--- config.mk ---
export PLATFORM = sky130hd
export DESIGN_NAME = ebo_ctrl
export DESIGN_NICKNAME = d
export VERILOG_FILES = /design/src/ebo_pkg.sv /design/src/ebo_axil_slave.sv /design/src/ebo_ctrl.sv
export VERILOG_INCLUDE_DIRS = /design/src
export SDC_FILE = /design/constraint.sdc
export NUM_CORES = 1
export LEC_CHECK = 0
export BUFFER_PORTS_ARGS = -buffer_cell sky130_fd_sc_hd__buf_2
export CAP_MARGIN = 20
export CORE_MARGIN = 5
export CORE_UTILIZATION = 40
export CTS_CLUSTER_SIZE = 40
export DETAILED_ROUTE_END_ITERATION = 16
export PLACE_DENSITY_LB_ADDON = 0.2
export SYNTH_ARGS = -nofsm -noshare
export SYNTH_HDL_FRONTEND = slang
export SYNTH_HIERARCHICAL = 1
export SYNTH_SLANG_ARGS = --single-unit
export TNS_END_PERCENT = 100
--- constraint.sdc ---
create_clock -name aclk -period 2.55 [get_ports aclk]
set_input_delay 0.3825 -clock aclk [delete_from_list [all_inputs] [get_ports aclk]]
set_output_delay 0.3825 -clock aclk [all_outputs]
set_load 0.02 [all_outputs]
--- src/ebo_regs.svh ---
`ifndef EBO_REGS_SVH
`define EBO_REGS_SVH

////////////////////////////////////////////////////////////////////////////////
// Register byte offsets on the AXI4-Lite bus
`define EBO_ADDR_W          12
`define EBO_OFF_EXT_OPT     12'h000
`define EBO_OFF_AUX_CFG     12'h004
`define EBO_OFF_STATUS      12'h008
`define EBO_OFF_COUNTS      12'h00C

////////////////////////////////////////////////////////////////////////////////
// Field positions of the extended bus option register
`define EBO_LVL_MSB         15
`define EBO_LVL_LSB         12
`define EBO_HOLD_EDGE_BIT   4
`define EBO_CMP_MATCH_BIT   2
`define EBO_CMP_MISS_BIT    1
`define EBO_REJECT_BIT      0

// Field positions of the auxiliary configuration register
`define EBO_EXT_MODE_BIT    15
`define EBO_ACC_BCAST_BIT   2
`define EBO_ACC_PHYS_BIT    1
`define EBO_ACC_MCAST_BIT   0

////////////////////////////////////////////////////////////////////////////////
// Reset values and bus answers
`define EBO_CTL_RST         4'h0
`define EBO_AUX_RST         4'h0
`define EBO_RESP_OKAY       2'h0
`define EBO_RESP_SLVERR     2'h2

`endif

--- src/ebo_pkg.sv ---
package ebo_pkg;

`include "ebo_regs.svh"

	// Packet compress sequencer, Gray coded
	typedef enum logic [1:0] {
		EBO_CMP_IDLE   = 2'h0,
		EBO_CMP_ACTIVE = 2'h1
	} ebo_cmp_state_t;

	// One register write as handed from the bus slave to the register file
	typedef struct packed {
		logic [`EBO_ADDR_W-1:0] addr;
		logic [31:0]            data;
		logic [3:0]             strb;
	} ebo_wr_t;

	// Receive-side filter outcome for the packet under way
	typedef struct packed {
		logic addr_done;
		logic filter_hit;
		logic broadcast;
		logic multicast;
		logic pkt_end;
	} ebo_rx_t;

	// Control fields of the extended bus option register
	typedef struct packed {
		logic hold_edge;
		logic cmp_match;
		logic cmp_miss;
		logic reject;
	} ebo_ctl_t;

endpackage : ebo_pkg

--- src/ebo_axil_slave.sv ---
`timescale 1ns/1ns

module ebo_axil_slave
	import ebo_pkg::*;
(
	// Clock and reset
	input  wire logic                   aclk,
	input  wire logic                   aresetn,
	// AXI4-Lite write channels
	input  wire logic [`EBO_ADDR_W-1:0] s_axi_awaddr,
	input  wire logic                   s_axi_awvalid,
	output logic                        s_axi_awready,
	input  wire logic [31:0]            s_axi_wdata,
	input  wire logic [3:0]             s_axi_wstrb,
	input  wire logic                   s_axi_wvalid,
	output logic                        s_axi_wready,
	output logic [1:0]                  s_axi_bresp,
	output logic                        s_axi_bvalid,
	input  wire logic                   s_axi_bready,
	// AXI4-Lite read channels
	input  wire logic [`EBO_ADDR_W-1:0] s_axi_araddr,
	input  wire logic                   s_axi_arvalid,
	output logic                        s_axi_arready,
	output logic [31:0]                 s_axi_rdata,
	output logic [1:0]                  s_axi_rresp,
	output logic                        s_axi_rvalid,
	input  wire logic                   s_axi_rready,
	// Register file side
	output ebo_wr_t                     wr,
	output logic                        wr_en,
	input  wire logic                   wr_hit,
	output logic [`EBO_ADDR_W-1:0]      rd_addr,
	input  wire logic [31:0]            rd_data,
	input  wire logic                   rd_hit
);

	logic                   awready_q, awready_d, wready_q, wready_d;
	logic                   bvalid_q, bvalid_d, wr_en_q, wr_en_d;
	logic [1:0]             bresp_q, bresp_d, rresp_q, rresp_d;
	logic                   arready_q, arready_d, rvalid_q, rvalid_d;
	logic                   rd_pend_q, rd_pend_d;
	logic [31:0]            rdata_q, rdata_d;
	logic [`EBO_ADDR_W-1:0] rd_addr_q, rd_addr_d;
	ebo_wr_t                wr_q, wr_d;

	// Address and data are taken in either order; the write fires once both are held
	always_comb begin
		awready_d = awready_q;
		wready_d  = wready_q;
		bvalid_d  = bvalid_q;
		bresp_d   = bresp_q;
		wr_d      = wr_q;
		wr_en_d   = 1'b0;
		arready_d = arready_q;
		rvalid_d  = rvalid_q;
		rresp_d   = rresp_q;
		rdata_d   = rdata_q;
		rd_addr_d = rd_addr_q;
		rd_pend_d = 1'b0;
		if (s_axi_awvalid && awready_q) begin
			wr_d.addr = s_axi_awaddr;
			awready_d = 1'b0;
		end
		if (s_axi_wvalid && wready_q) begin
			wr_d.data = s_axi_wdata;
			wr_d.strb = s_axi_wstrb;
			wready_d  = 1'b0;
		end
		if (!awready_q && !wready_q && !bvalid_q) begin
			wr_en_d  = 1'b1;
			bvalid_d = 1'b1;
			bresp_d  = wr_hit ? `EBO_RESP_OKAY : `EBO_RESP_SLVERR;
		end
		if (bvalid_q && s_axi_bready) begin
			bvalid_d  = 1'b0;
			awready_d = 1'b1;
			wready_d  = 1'b1;
		end
		// Read data is sampled one cycle after the address so the decode stays registered
		if (s_axi_arvalid && arready_q) begin
			rd_addr_d = s_axi_araddr;
			arready_d = 1'b0;
			rd_pend_d = 1'b1;
		end
		if (rd_pend_q) begin
			rvalid_d = 1'b1;
			rdata_d  = rd_data;
			rresp_d  = rd_hit ? `EBO_RESP_OKAY : `EBO_RESP_SLVERR;
		end
		if (rvalid_q && s_axi_rready) begin
			rvalid_d  = 1'b0;
			arready_d = 1'b1;
		end
	end

	// Channel state registers
	always_ff @(posedge aclk) begin
		if (!aresetn) begin
			awready_q <= 1'b1;
			wready_q  <= 1'b1;
			bvalid_q  <= 1'b0;
			bresp_q   <= `EBO_RESP_OKAY;
			wr_q      <= '0;
			wr_en_q   <= 1'b0;
			arready_q <= 1'b1;
			rvalid_q  <= 1'b0;
			rresp_q   <= `EBO_RESP_OKAY;
			rdata_q   <= 32'h0000_0000;
			rd_addr_q <= '0;
			rd_pend_q <= 1'b0;
		end else begin
			awready_q <= awready_d;
			wready_q  <= wready_d;
			bvalid_q  <= bvalid_d;
			bresp_q   <= bresp_d;
			wr_q      <= wr_d;
			wr_en_q   <= wr_en_d;
			arready_q <= arready_d;
			rvalid_q  <= rvalid_d;
			rresp_q   <= rresp_d;
			rdata_q   <= rdata_d;
			rd_addr_q <= rd_addr_d;
			rd_pend_q <= rd_pend_d;
		end
	end

	assign s_axi_awready = awready_q;
	assign s_axi_wready  = wready_q;
	assign s_axi_bvalid  = bvalid_q;
	assign s_axi_bresp   = bresp_q;
	assign s_axi_arready = arready_q;
	assign s_axi_rvalid  = rvalid_q;
	assign s_axi_rresp   = rresp_q;
	assign s_axi_rdata   = rdata_q;
	assign wr            = wr_q;
	assign wr_en         = wr_en_q;
	assign rd_addr       = rd_addr_q;

endmodule : ebo_axil_slave

--- src/ebo_ctrl.sv ---
// Local design decisions: the AXI4-Lite interface to the registers and the register addresses.
`timescale 1ns/1ns

module ebo_ctrl
	import ebo_pkg::*;
#(
	parameter int CNT_W    = 16,
	parameter int N_EXT    = 4
)(
	// Clock and reset
	input  wire logic                   aclk,
	input  wire logic                   aresetn,
	// AXI4-Lite register port
	input  wire logic [`EBO_ADDR_W-1:0] s_axi_awaddr,
	input  wire logic                   s_axi_awvalid,
	output logic                        s_axi_awready,
	input  wire logic [31:0]            s_axi_wdata,
	input  wire logic [3:0]             s_axi_wstrb,
	input  wire logic                   s_axi_wvalid,
	output logic                        s_axi_wready,
	output logic [1:0]                  s_axi_bresp,
	output logic                        s_axi_bvalid,
	input  wire logic                   s_axi_bready,
	input  wire logic [`EBO_ADDR_W-1:0] s_axi_araddr,
	input  wire logic                   s_axi_arvalid,
	output logic                        s_axi_arready,
	output logic [31:0]                 s_axi_rdata,
	output logic [1:0]                  s_axi_rresp,
	output logic                        s_axi_rvalid,
	input  wire logic                   s_axi_rready,
	// Bus arbitration
	input  wire logic                   bus_master,
	input  wire logic                   hold_req,
	output logic                        hold_out,
	// Extended user pins
	output logic [N_EXT-1:0]            ext_user_pins_o,
	output logic [N_EXT-1:0]            ext_user_pins_oe_n,
	// Receive filter and repeater management bus
	input  ebo_rx_t                     rx,
	output logic                        packet_compress_out,
	output logic                        packet_compress_oe_n,
	output logic                        rx_accept,
	output logic                        rx_reject
);

	////////////////////////////////////////////////////////////////////////////
	// Elaboration checks

	// The level field is four bits wide in the register; counters share one word
	if (N_EXT != 4) begin : g_bad_ext
		$error("ebo_ctrl: N_EXT must be 4");
	end
	if (CNT_W < 1 || CNT_W > 16) begin : g_bad_cnt
		$error("ebo_ctrl: CNT_W must be 1 to 16");
	end

	////////////////////////////////////////////////////////////////////////////
	// Bus slave

	ebo_wr_t                wr;
	logic                   wr_en;
	logic                   wr_hit;
	logic [`EBO_ADDR_W-1:0] rd_addr;
	logic [31:0]            rd_data;
	logic                   rd_hit;

	ebo_axil_slave u_slave (
		.aclk          (aclk),
		.aresetn       (aresetn),
		.s_axi_awaddr  (s_axi_awaddr),
		.s_axi_awvalid (s_axi_awvalid),
		.s_axi_awready (s_axi_awready),
		.s_axi_wdata   (s_axi_wdata),
		.s_axi_wstrb   (s_axi_wstrb),
		.s_axi_wvalid  (s_axi_wvalid),
		.s_axi_wready  (s_axi_wready),
		.s_axi_bresp   (s_axi_bresp),
		.s_axi_bvalid  (s_axi_bvalid),
		.s_axi_bready  (s_axi_bready),
		.s_axi_araddr  (s_axi_araddr),
		.s_axi_arvalid (s_axi_arvalid),
		.s_axi_arready (s_axi_arready),
		.s_axi_rdata   (s_axi_rdata),
		.s_axi_rresp   (s_axi_rresp),
		.s_axi_rvalid  (s_axi_rvalid),
		.s_axi_rready  (s_axi_rready),
		.wr            (wr),
		.wr_en         (wr_en),
		.wr_hit        (wr_hit),
		.rd_addr       (rd_addr),
		.rd_data       (rd_data),
		.rd_hit        (rd_hit)
	);

	////////////////////////////////////////////////////////////////////////////
	// Register file

	ebo_ctl_t           ctl_q, ctl_d;
	logic [N_EXT-1:0]   lvl_q, lvl_d;
	logic               lvl_written_q, lvl_written_d;
	logic               ext_mode_q, ext_mode_d;
	logic               acc_bcast_q, acc_bcast_d;
	logic               acc_phys_q, acc_phys_d;
	logic               acc_mcast_q, acc_mcast_d;
	logic               wr_ext, wr_aux;
	logic               cmp_active;
	logic               last_accept_q, last_reject_q;
	logic [CNT_W-1:0]   cmp_cnt_q, rej_cnt_q;

	// Writes only land in registers the software may change; counters and status are read-only
	always_comb begin
		wr_ext = 1'b0;
		wr_aux = 1'b0;
		wr_hit = 1'b1;
		if (wr.addr == `EBO_OFF_EXT_OPT) begin
			wr_ext = wr_en;
		end else if (wr.addr == `EBO_OFF_AUX_CFG) begin
			wr_aux = wr_en;
		end else if (wr.addr == `EBO_OFF_STATUS || wr.addr == `EBO_OFF_COUNTS) begin
			wr_hit = 1'b1;
		end else begin
			wr_hit = 1'b0;
		end
	end

	// Next values of the control fields; reserved positions are dropped, not stored
	always_comb begin
		ctl_d         = ctl_q;
		lvl_d         = lvl_q;
		lvl_written_d = lvl_written_q;
		ext_mode_d    = ext_mode_q;
		acc_bcast_d   = acc_bcast_q;
		acc_phys_d    = acc_phys_q;
		acc_mcast_d   = acc_mcast_q;
		if (wr_ext && wr.strb[0]) begin
			ctl_d.hold_edge = wr.data[`EBO_HOLD_EDGE_BIT];
			ctl_d.cmp_match = wr.data[`EBO_CMP_MATCH_BIT];
			ctl_d.cmp_miss  = wr.data[`EBO_CMP_MISS_BIT];
			ctl_d.reject    = wr.data[`EBO_REJECT_BIT];
		end
		if (wr_ext && wr.strb[1]) begin
			lvl_d         = wr.data[`EBO_LVL_MSB:`EBO_LVL_LSB];
			lvl_written_d = 1'b1;
		end
		if (wr_aux && wr.strb[0]) begin
			acc_bcast_d = wr.data[`EBO_ACC_BCAST_BIT];
			acc_phys_d  = wr.data[`EBO_ACC_PHYS_BIT];
			acc_mcast_d = wr.data[`EBO_ACC_MCAST_BIT];
		end
		if (wr_aux && wr.strb[1]) begin
			ext_mode_d = wr.data[`EBO_EXT_MODE_BIT];
		end
	end

	// Control fields clear on hardware reset; there is no software reset input here
	always_ff @(posedge aclk) begin
		if (!aresetn) begin
			{ctl_q.hold_edge, ctl_q.cmp_match, ctl_q.cmp_miss, ctl_q.reject} <= `EBO_CTL_RST;
			lvl_written_q <= 1'b0;
			{ext_mode_q, acc_bcast_q, acc_phys_q, acc_mcast_q} <= `EBO_AUX_RST;
		end else begin
			ctl_q         <= ctl_d;
			lvl_written_q <= lvl_written_d;
			ext_mode_q    <= ext_mode_d;
			acc_bcast_q   <= acc_bcast_d;
			acc_phys_q    <= acc_phys_d;
			acc_mcast_q   <= acc_mcast_d;
		end
	end

	// Level bits keep no reset value; they read unknown until first written
	always_ff @(posedge aclk) begin
		lvl_q <= lvl_d;
	end

	// Read decode; unused bits read as zero
	always_comb begin
		rd_data = 32'h0000_0000;
		rd_hit  = 1'b1;
		if (rd_addr == `EBO_OFF_EXT_OPT) begin
			rd_data[`EBO_LVL_MSB:`EBO_LVL_LSB] = lvl_q;
			rd_data[`EBO_HOLD_EDGE_BIT]        = ctl_q.hold_edge;
			rd_data[`EBO_CMP_MATCH_BIT]        = ctl_q.cmp_match;
			rd_data[`EBO_CMP_MISS_BIT]         = ctl_q.cmp_miss;
			rd_data[`EBO_REJECT_BIT]           = ctl_q.reject;
		end else if (rd_addr == `EBO_OFF_AUX_CFG) begin
			rd_data[`EBO_EXT_MODE_BIT]  = ext_mode_q;
			rd_data[`EBO_ACC_BCAST_BIT] = acc_bcast_q;
			rd_data[`EBO_ACC_PHYS_BIT]  = acc_phys_q;
			rd_data[`EBO_ACC_MCAST_BIT] = acc_mcast_q;
		end else if (rd_addr == `EBO_OFF_STATUS) begin
			rd_data[5:0] = {lvl_written_q, !packet_compress_oe_n, cmp_active,
				last_reject_q, last_accept_q, bus_master};
		end else if (rd_addr == `EBO_OFF_COUNTS) begin
			rd_data[31:16] = 16'(rej_cnt_q);
			rd_data[15:0]  = 16'(cmp_cnt_q);
		end else begin
			rd_hit = 1'b0;
		end
	end

	////////////////////////////////////////////////////////////////////////////
	// Extended user pins

	logic [N_EXT-1:0] ext_o_q, ext_o_d, ext_oe_n_q, ext_oe_n_d;

	// Each pin drives its level only while master in extended mode; unwritten levels drive low
	for (genvar i = 0; i < N_EXT; i++) begin : g_ext
		always_comb begin
			ext_oe_n_d[i] = !(bus_master && ext_mode_q);
			ext_o_d[i]    = bus_master && ext_mode_q && lvl_written_q && lvl_q[i];
		end
	end

	// Pin registers
	always_ff @(posedge aclk) begin
		if (!aresetn) begin
			ext_o_q    <= '0;
			ext_oe_n_q <= '1;
		end else begin
			ext_o_q    <= ext_o_d;
			ext_oe_n_q <= ext_oe_n_d;
		end
	end

	assign ext_user_pins_o    = ext_o_q;
	assign ext_user_pins_oe_n = ext_oe_n_q;

	////////////////////////////////////////////////////////////////////////////
	// Hold request launch edge

	logic hold_fall_q, hold_fall_d, hold_rise_q, hold_rise_d;

	// The falling-edge copy leads; the rising-edge copy trails it by half a clock
	always_comb begin
		hold_fall_d = hold_req;
		hold_rise_d = hold_fall_q;
	end

	// Falling-edge launch stage
	always_ff @(negedge aclk) begin
		if (!aresetn) begin
			hold_fall_q <= 1'b0;
		end else begin
			hold_fall_q <= hold_fall_d;
		end
	end

	// Rising-edge launch stage
	always_ff @(posedge aclk) begin
		if (!aresetn) begin
			hold_rise_q <= 1'b0;
		end else begin
			hold_rise_q <= hold_rise_d;
		end
	end

	// Two flops, one per edge; the select only picks which one reaches the pin
	assign hold_out = ctl_q.hold_edge ? hold_rise_q : hold_fall_q;

	////////////////////////////////////////////////////////////////////////////
	// Receive filter decision and packet compress

	ebo_cmp_state_t state_q, state_d;
	logic           cmp_o_q, cmp_o_d, cmp_oe_n_q, cmp_oe_n_d;
	logic           acc_q, acc_d, rej_q, rej_d;
	logic           last_accept_d, last_reject_d;
	logic [CNT_W-1:0] cmp_cnt_d, rej_cnt_d;
	logic           class_ok, filter_ok, cmp_want, mode_ok;

	// Class accepts stay as they are; only the filter outcome is inverted
	always_comb begin
		class_ok  = (rx.broadcast && acc_bcast_q)
			|| (rx.multicast && !rx.broadcast && acc_mcast_q)
			|| (!rx.multicast && !rx.broadcast && acc_phys_q);
		filter_ok = ctl_q.reject ? !rx.filter_hit : rx.filter_hit;
		// The illegal both-set case never raises compress, but unlike neither mode it keeps the pin driven
		mode_ok   = ctl_q.cmp_match ^ ctl_q.cmp_miss;
		cmp_want  = !rx.broadcast && mode_ok
			&& ((ctl_q.cmp_match && rx.filter_hit)
			|| (ctl_q.cmp_miss && !rx.filter_hit));
	end

	// Compress sequencer and accept/reject pulses
	always_comb begin
		state_d       = state_q;
		acc_d         = 1'b0;
		rej_d         = 1'b0;
		last_accept_d = last_accept_q;
		last_reject_d = last_reject_q;
		cmp_cnt_d     = cmp_cnt_q;
		rej_cnt_d     = rej_cnt_q;
		if (rx.addr_done) begin
			acc_d         = class_ok || filter_ok;
			rej_d         = !(class_ok || filter_ok);
			last_accept_d = acc_d;
			last_reject_d = rej_d;
			if (rej_d) begin
				rej_cnt_d = rej_cnt_q + 1'b1;
			end
		end
		case (state_q)
			EBO_CMP_IDLE: begin
				// A packet that ends in the same cycle never raises compress
				if (rx.addr_done && cmp_want && !rx.pkt_end) begin
					state_d   = EBO_CMP_ACTIVE;
					cmp_cnt_d = cmp_cnt_q + 1'b1;
				end
			end
			EBO_CMP_ACTIVE: begin
				if (rx.pkt_end) begin
					state_d = EBO_CMP_IDLE;
				end
			end
			default: begin
				state_d = EBO_CMP_IDLE;
			end
		endcase
		cmp_active = (state_d == EBO_CMP_ACTIVE);
		cmp_o_d    = cmp_active;
		// Float the pin while neither compress mode is chosen
		cmp_oe_n_d = !(ctl_q.cmp_match || ctl_q.cmp_miss);
	end

	// Receive decision registers
	always_ff @(posedge aclk) begin
		if (!aresetn) begin
			state_q       <= EBO_CMP_IDLE;
			cmp_o_q       <= 1'b0;
			cmp_oe_n_q    <= 1'b1;
			acc_q         <= 1'b0;
			rej_q         <= 1'b0;
			last_accept_q <= 1'b0;
			last_reject_q <= 1'b0;
			cmp_cnt_q     <= '0;
			rej_cnt_q     <= '0;
		end else begin
			state_q       <= state_d;
			cmp_o_q       <= cmp_o_d;
			cmp_oe_n_q    <= cmp_oe_n_d;
			acc_q         <= acc_d;
			rej_q         <= rej_d;
			last_accept_q <= last_accept_d;
			last_reject_q <= last_reject_d;
			cmp_cnt_q     <= cmp_cnt_d;
			rej_cnt_q     <= rej_cnt_d;
		end
	end

	assign packet_compress_out  = cmp_o_q;
	assign packet_compress_oe_n = cmp_oe_n_q;
	assign rx_accept            = acc_q;
	assign rx_reject            = rej_q;

endmodule : ebo_ctrl

# Yosys cells after proc, flatten, opt, wreduce, memory -nomap -nowiden
# Index checks and enable logic that the tools add are counted.
# word_totals
register_bits	145
latchBits	0
ramBits	0
rom_bits	0
mem_count	0
# classes
addsub	2
n_mul	0
div	0
magnitude_cmp	0
n_eq_ne	8
n_shift	0
muxes	32
bitwise_logic	3
n_reduce_logical	53
# op_table
op	n
12-bit by 4-bit == test with 1-bit output (second input constant)	4
16-bit by 1-bit adder with 16-bit output (second input constant)	2
16-bit two-way mux	2
32-bit two-way mux	1
1-bit logical AND	28
26-bit two-way mux	1
12-bit by 3-bit == test with 1-bit output (second input constant)	2
12-bit zero test	2
1-bit two-way mux	17
12-bit two-way mux	1
1-bit zero test	11
2-bit two-way mux	4
7-bit two-way mux	1
1-bit logical OR	6
3-bit two-way mux	2
6-bit two-way mux	1
2-bit AND reduction	3
2-bit by 1-bit == test with 1-bit output (second input constant)	2
4-bit two-way mux	1
2-bit case mux with 2 select lines	1
2-bit OR reduction	2
2-bit zero test	1
1-bit inverter	2
1-bit XOR	1

# Depth between registers and ports, before layout
# Gate-level depths: netlist of the first run.
# logic_depth
depth_word	12
ltp_mapped	9

# Modules after synthesis
# Netlist of the first run, hierarchy kept.
# modules_own_cells
mod	n_inst	cells_each	area_each_um2	seq_area_each_um2
ebo_axil_slave	1	405	4127.7	2021.9
ebo_ctrl	1	332	3012.9	1241.2

==> flow_summary.json, run 1 <==
{
  "finalWirelength_um": 13900,
  "tightest_slew_ns": 0.992,
  "path_max_fanout": 2,
  "grt_pass1_vias": 4649,
  "hold_violations": 0,
  "detail_route.wl_per_cell_um": 15.4,
  "antenna_found_initial": 0,
  "power.switching_mw": 1.14,
  "grt_pass1_wl_um": 23200,
  "instances_no_fill": 904,
  "powerDensity_mw_per_mm2": 698,
  "pwr-share-comb_pct": 6.1,
  "via_per_inst": 5.26,
  "internal_power_mw": 3.90,
  "drive_gt1_share_pct": 21.4,
  "swShare_pct": 22.6,
  "status": "finished, violations left",
  "peakVddDrop_v": 0.000484,
  "worstPathRequired_ns": 2.17,
  "leakage_nw": 2.97,
  "slew_viol_final": 0,
  "path_class": "reg -> out",
  "vias": 4759,
  "areaGrowthSynthToFinish_pct": 19.0,
  "maxCapViolCount": 0,
  "antenna_cells": 0,
  "dp.cells": 872,
  "startpoint_type": "flop",
  "synthCells": 631,
  "core_mm2": 0.0150,
  "cts_hold_buffers": 0,
  "die_h_um": 133,
  "violations": "setup timing",
  "synth.avg_cell_area_um2": 9.60,
  "tritoncts": "done",
  "rsz0062_at_grt": "true",
  "die_w_um": 133,
  "grt_start_max_net_pins": 54,
  "p_seq_share_pct": 44.3,
  "std_cell_rows": 45,
  "worst_slack_ns": -0.230,
  "synth_area_mm2": 0.00606,
  "cts-buffers-inserted": 17,
  "drc": 0,
  "dp_hpwl_um": 9680,
  "worstPathArrival_ns": 2.40,
  "cts_root_buf": "clkbuf_16",
  "ctsLongestPathBuffers": 2,
  "endpoint_kind": "primary output",
  "yosys_warnings": 6,
  "htreeDepth": 4,
  "start_util_pct": 40.3,
  "io_pins": 128,
  "drtIter0Drc": 220,
  "die-area_mm2": 0.0177,
  "grt-ovfl-total": 0,
  "relSlewSlack_pct": 33.9,
  "clk_latency_ns": 0.44,
  "port_buffers": 99,
  "path_clk_slew_ns": 0.06,
  "skew_ns": 0.0248,
  "nets": 780,
  "clock_power_share_pct": 49.6,
  "cts.sinks": 135,
  "place.gp.congestion": 0.793,
  "setup-violations-final": 1,
  "hold_path.class": "in -> reg",
  "drt_first_pass_iters": 4,
  "fin_util_pct": 48.0,
  "grt_use_total_pct": 16.2,
  "ant_nets": 0
}
[area by class of cell]
type	instances	area [µm²]
clock buffers	20	457
repair buffers	110	584
flip-flops and latches	135	2740
well taps	188	235
multi-input cells	425	2990
clock inverters	13	155
fillers	1395	7820
inverters	13	48.8
[path summary, 6_finish.rpt]
kind	start	to	slack [ns]	cells past startpoint
worst max-delay path	hold_fall_q	hold_out	-0.23	2
worst min-delay path	bus_master	ext_user_pins_oe_n[0]	0.21	2
worst max register to register	ctl_q[0]	rej_cnt_q[15]	0.50	5
worst min register to register	u_slave/wr[17]	lvl_q[1]	0.43	0
[critical path, stage by stage (launching register included)]
cell	delay, ns
dfxtp_1	0.29
mux2_2	0.26
buf_6	0.13
[routing by layer]
| metal | vias to the layer above | routed length (µm) | GRT usage (%) |
|---|---|---|---|
| li1 | 2393 | - | - |
| met1 | 2236 | 6580 | 20.7 |
| met2 | 103 | 6390 | 25.4 |
| met3 | 27 | 594 | 4.68 |
| met4 | 0 | 353 | 7.51 |
| met5 | - | 0 | 0 |
[flip-flops by register name, indices dropped and copies added, names as in the netlist, 2 cells and up]
register,cells
ctl_q,4
u_slave/s_axi_rdata,32
u_slave/rd_addr,12
u_slave/wr,22
state_q,2
lvl_q,4
cmp_cnt_q,16
ext_user_pins_o,4
rej_cnt_q,16
[layout by cell type (no fill, tap or decap), types with 13 or more instances in the layout]
| master | n |
|---|---|
| clkbuf_16 | 17 |
| buf_2 | 98 |
| a21oi_1 | 22 |
| inv_1 | 14 |
| nor2b_1 | 36 |
| a21boi_0 | 36 |
| o21a_1 | 37 |
| and2_1 | 28 |
| nand2_1 | 16 |
| mux2i_1 | 46 |
| nor2_1 | 29 |
| dfxtp_1 | 130 |
| o21ai_0 | 13 |
| nand3_1 | 13 |
| and3_1 | 39 |
[per-stage QoR]
stage          hold WS (ns)  TNS, ns  total power [mW]  instance area, µm²  worst slack, ns
6_report              0.212   -0.230              5.04                7210           -0.230
5_1_grt               0.199   -0.277              5.23                7210           -0.277
4_1_cts               0.192   -0.254              5.10                7210           -0.254
3_5_place_dp          0.418        0              2.59                6600            0.208
3_3_place_gp          0.419        0              2.58                6600            0.208
2_1_floorplan         0.402        0              2.48                6060            0.305
[power by group through the flow]
stage               clock network [mW]  logic (mW)  registers (mW)
global route                      2.65       0.337            2.24
finish                            2.50       0.305            2.23
CTS                               2.56       0.308            2.23
global placement               0.00491       0.298            2.27
detailed placement             0.00491       0.305            2.28
floorplan                      0.00491       0.228            2.25
[repair_timing]
action,in CTS,in global routing
gates resized for setup,2,0
setup buffers,0,0
setup endpoints to repair,1,1
endpoints found under the hold margin,0,0
Power figures use the tool's default switching activity.
==> run 2, diff against run 1 <==
==> constraint.sdc (replaced) <==
create_clock -name aclk -period 2.4 [get_ports aclk]
set_input_delay 0.36 -clock aclk [delete_from_list [all_inputs] [get_ports aclk]]
set_output_delay 0.36 -clock aclk [all_outputs]
set_load 0.02 [all_outputs]
==> run 2 against run 1 <==
The flow still finishes with violations (setup timing). Hold slack worse by 0.015 ns. Setup slack worse by 0.058 ns. Sequential share of layout area down 0.46 points. Critical path depth unchanged. Via count up 0.44%. Clock power up 20%. Sequential power up 6%. Die area unchanged. Largest cell class unchanged.
==> flow_summary.json, run 2 (synthesis results as in run 1) <==
{
  "nets": 778,
  "powerDensity_mw_per_mm2": 780,
  "drt_first_pass_iters": 4,
  "port_buffers": 99,
  "ant_nets": 0,
  "violations": "setup timing",
  "dp_hpwl_um": 9560,
  "drive_gt1_share_pct": 21.4,
  "hold_violations": 0,
  "tightest_slew_ns": 0.710,
  "worstPathArrival_ns": 2.33,
  "layout_common_cells": "130 x dfxtp_1, 98 x buf_2, 46 x mux2i_1, 39 x and3_1, 37 x o21a_1",
  "die-area_mm2": 0.0177,
  "htreeDepth": 4,
  "grt-ovfl-total": 0,
  "r2r_cells": 6,
  "slew_viol_final": 0,
  "timing.rr.end": "cmp_cnt_q[15]",
  "swShare_pct": 21.1,
  "die_h_um": 133,
  "path_class": "reg -> out",
  "path_max_fanout": 2,
  "path_clk_slew_ns": 0.06,
  "start_util_pct": 40.3,
  "io_pins": 128,
  "areaGrowthSynthToFinish_pct": 20.5,
  "drtIter0Drc": 271,
  "internal_power_mw": 4.49,
  "leakage_nw": 3.01,
  "pwr-share-comb_pct": 5.7,
  "via_per_inst": 5.30,
  "place.gp.congestion": 0.817,
  "rsz0062_at_grt": "true",
  "ctsLongestPathBuffers": 2,
  "grt_pass1_wl_um": 22500,
  "r2r_slack_ns": 0.42,
  "maxCapViolCount": 0,
  "core_mm2": 0.0150,
  "skew_ns": 0.0252,
  "largest_reg_flops": 32,
  "min_to": "ext_user_pins_oe_n[0]",
  "cts.sinks": 135,
  "p_seq_share_pct": 41.7,
  "clk_latency_ns": 0.44,
  "grt_pass1_vias": 4654,
  "std_cell_rows": 45,
  "antenna_found_initial": 0,
  "tritoncts": "done",
  "detail_route.wl_per_cell_um": 15.1,
  "grt_use_total_pct": 15.7,
  "grt_start_max_net_pins": 58,
  "peakVddDrop_v": 0.000478,
  "holdCritStartpoint": "bus_master",
  "instances_no_fill": 902,
  "relSlewSlack_pct": 52.6,
  "status": "finished, violations left",
  "vias": 4780,
  "power.switching_mw": 1.20,
  "r2r-start": "ctl_q[2]",
  "drc": 0,
  "worstPathRequired_ns": 2.04,
  "cts_root_buf": "clkbuf_16",
  "endpoint_kind": "primary output",
  "whs_path_depth": 2,
  "finalWirelength_um": 13600,
  "fin_tns_setup_ns": -0.288,
  "startpoint_type": "flop",
  "setup-violations-final": 1,
  "postCtsSetupBuffers": 0,
  "worst_slack_ns": -0.288,
  "antenna_cells": 0,
  "final_common_cell": "dfxtp_1",
  "dp.cells": 870,
  "cts-buffers-inserted": 17,
  "die_w_um": 133,
  "clock_power_share_pct": 52.7,
  "hold_path.class": "in -> reg"
}
[run 2: cell types whose count changed in the layout (fill, tap and decap cells not counted), sizes merged]
cell | previous run | this run
buf | 110 | 108
bufinv | 3 | 6
clkinv | 5 | 3
clkinvlp | 4 | 2
inv | 14 | 15
[run 2: area by class of cell]
class | instances | area, µm²
Fill cell | 1387 | 7730
Multi-Input combinational cell | 425 | 2990
Sequential cell | 135 | 2740
Timing Repair Buffer | 108 | 594
Clock buffer | 20 | 467
Tap cell | 188 | 235
Clock inverter | 13 | 224
Inverter | 13 | 48.8
[run 2: worst max path at each step]
stage / to / slack, ns / from
floorplan: hold_out / 0.25 / hold_fall_q
global placement: hold_out / 0.15 / hold_fall_q
detailed placement: hold_out / 0.15 / hold_fall_q
CTS: hold_out / -0.31 / hold_fall_q
global route: hold_out / -0.33 / hold_fall_q
finish: hold_out / -0.29 / hold_fall_q
[run 2: worst max-delay path, stage by stage, from the launching register on]
cell and delay [ns]:
dfxtp_1 0.29, mux2_2 0.26, buf_6 0.13
[run 2: what timing repair did]
action                     in CTS  in global routing
hold buffers                    0                  0
cloned                          0                  0
gates resized for setup         2                  0
setup endpoints to repair       1                  1
hold endpoints to repair        0                  0
[run 2: metal layers]
layer | vias to the layer above | global-route usage [%] | wire length, µm
met3 | 25 | 4.49 | 687
met2 | 101 | 24.6 | 6300
met4 | 0 | 6.81 | 317
met5 | - | 0 | 0
li1 | 2394 | - | -
met1 | 2260 | 20.1 | 6310
[run 2: per-stage QoR]
step | area (µm²) | hold slack [ns] | total power [mW] | setup WS (ns) | utilization, %
after floorplan | 6060 | 0.402 | 2.64 | 0.253 | -
after CTS | 7300 | 0.183 | 5.76 | -0.307 | 48.6
after global placement | 6610 | 0.420 | 2.74 | 0.151 | 44.0
final | 7300 | 0.197 | 5.69 | -0.288 | 48.6
after detailed placement | 6610 | 0.418 | 2.75 | 0.150 | 44.0
after global routing | 7300 | 0.206 | 5.92 | -0.327 | 48.6
[run 2: power by group through the flow]
stage	clock network [mW]	logic, mW	registers [mW]
final	3.00	0.323	2.37
after global placement	0.00522	0.319	2.42
after floorplan	0.00522	0.242	2.39
after detailed placement	0.00522	0.325	2.42
after CTS	3.06	0.327	2.37
after global routing	3.18	0.358	2.38
==> run 3, diff against run 2 <==
--- a/config.mk
+++ b/config.mk
@@ -8,11 +8,13 @@
 export LEC_CHECK = 0
 export BUFFER_PORTS_ARGS = -buffer_cell sky130_fd_sc_hd__buf_2
 export CAP_MARGIN = 20
+export CELL_PAD_IN_SITES_DETAIL_PLACEMENT = 1
+export CELL_PAD_IN_SITES_GLOBAL_PLACEMENT = 1
 export CORE_MARGIN = 5
-export CORE_UTILIZATION = 40
+export CORE_UTILIZATION = 39
 export CTS_CLUSTER_SIZE = 40
 export DETAILED_ROUTE_END_ITERATION = 16
-export PLACE_DENSITY_LB_ADDON = 0.2
+export PLACE_DENSITY = 0.83
 export SYNTH_ARGS = -nofsm -noshare
 export SYNTH_HDL_FRONTEND = slang
 export SYNTH_HIERARCHICAL = 1
==> run 3 against run 2 <==
The flow still finishes with violations (setup timing). Die area grew 2.4%. Total power fell by 5.8%. Clock skew down 0.0014 ns. Final area down 1.4%. Hold slack better by 0.019 ns. Register-to-register slack worse by 0.05 ns. Critical endpoint unchanged. Largest power group unchanged.
==> flow_summary.json, run 3 (synthesis results as in run 1) <==
{
  "status": "finished, violations left",
  "violations": "setup timing",
  "drtIter0Drc": 225,
  "worst_slack_ns": -0.292,
  "rsz0062_at_grt": "true",
  "io_pins": 128,
  "finalPower_mw": 5.36,
  "tritoncts": "done",
  "clk_latency_ns": 0.44,
  "htreeDepth": 4,
  "vias": 4844,
  "cts-buffers-inserted": 17,
  "hold_path.class": "in -> reg",
  "slew_viol_final": 0,
  "dp_slack_ns": 0.150,
  "drt_first_pass_iters": 4,
  "grt_start_max_net_pins": 91,
  "grt_pass1_vias": 5090,
  "path_class": "reg -> out",
  "finalWirelength_um": 15300,
  "die-area_mm2": 0.0181,
  "nets": 778,
  "setup-violations-final": 1,
  "relSlewSlack_pct": 42.9,
  "drc": 0,
  "antenna_cells": 0,
  "path_max_fanout": 2,
  "path_clk_slew_ns": 0.06,
  "layout_common_cells": "130 x dfxtp_1, 98 x buf_2, 46 x mux2i_1, 39 x and3_1, 37 x o21a_1",
  "final_common_cell": "dfxtp_1",
  "grt_pass1_wl_um": 25300,
  "ctsLongestPathBuffers": 2,
  "endpoint_kind": "primary output",
  "drive_gt1_share_pct": 21.3,
  "worstPathRequired_ns": 2.04,
  "cts_hold_buffers": 0,
  "start_util_pct": 39.9,
  "largest_reg_flops": 32,
  "powerDensity_mw_per_mm2": 745,
  "std_cell_rows": 45,
  "areaGrowthSynthToFinish_pct": 18.9,
  "detail_route.wl_per_cell_um": 17.0,
  "peakVddDrop_v": 0.000674,
  "place.gp.congestion": 0.823,
  "tightest_slew_ns": 0.857,
  "maxCapViolCount": 0,
  "dp_hpwl_um": 10600,
  "worstPathArrival_ns": 2.33,
  "ant_nets": 0,
  "grt_use_total_pct": 17.2,
  "leakage_nw": 2.98,
  "grt-ovfl-total": 0,
  "startpoint_type": "flop",
  "via_per_inst": 5.37,
  "antenna_found_initial": 1,
  "skew_ns": 0.0237,
  "die_w_um": 135,
  "core_mm2": 0.0152,
  "cts_root_buf": "clkbuf_16",
  "r2r_slack_ns": 0.37,
  "cts.sinks": 135,
  "postCtsSetupBuffers": 0,
  "die_h_um": 135,
  "hold_violations": 0,
  "port_buffers": 99
}
run 3: cell count changes in the layout (fill, tap and decap cells not counted):
cell	previous run	this run
buf_12	2	0
buf_4	7	9
bufinv_16	6	2
clkbuf_8	3	7
clkinv_1	0	1
clkinv_2	2	4
clkinv_4	1	0
clkinvlp_4	2	1
inv_4	1	0
run 3: worst paths after layout:
check | cells after the start | to | start
worst max-delay path | 2 | hold_out | hold_fall_q
worst min-delay path | 3 | u_slave/s_axi_arready | s_axi_rready
worst max register to register | 8 | u_slave/s_axi_rdata[3] | ctl_q[2]
worst min register to register | 0 | lvl_q[1] | u_slave/wr[17]
run 3: metrics by stage:
step | area [µm²] | TNS (ns) | std cells | utilization, % | hold slack, ns
after floorplan | 6060 | 0 | 632 | - | 0.402
after global placement | 6580 | 0 | 870 | 43.3 | 0.418
after detailed placement | 6580 | 0 | 870 | 43.3 | 0.417
after CTS | 7200 | -0.313 | 902 | 47.4 | 0.193
after global routing | 7200 | -0.337 | 902 | 47.4 | 0.211
final | 7200 | -0.292 | 902 | 47.4 | 0.216
run 3: report_power, final:
| group | internal, mW | switching, mW |
|---|---|---|
| Clock | 1.71 | 0.953 |
| Combinational | 0.150 | 0.177 |
| Sequential | 2.31 | 0.0638 |
run 3: final cells by class:
type | count | area (µm²)
fillers | 1744 | 8000
repair buffers | 108 | 569
flip-flops and latches | 135 | 2740
clock buffers | 24 | 522
inverters | 13 | 48.8
well taps | 188 | 235
clock inverters | 9 | 95.1
multi-input cells | 425 | 2990
run 3: worst max-delay path, stage by stage, from the launching register on:
cell and delay [ns]:
dfxtp_1 0.29, mux2_2 0.26, buf_6 0.13
run 3: repair_timing:
item / in CTS / in global routing
gates cloned: 0 / 0
endpoints found under the setup margin: 1 / 1
resized for setup: 2 / 0
run 3: layer usage:
layer | vias to the layer above | share of wire (%) | GRT usage (%)
met2 | 88 | 49 | 29.3
met5 | - | 0.046 | 0
li1 | 2371 | - | -
met1 | 2363 | 45 | 20.9
met3 | 20 | 4.2 | 4.88
met4 | 2 | 1.2 | 5.60
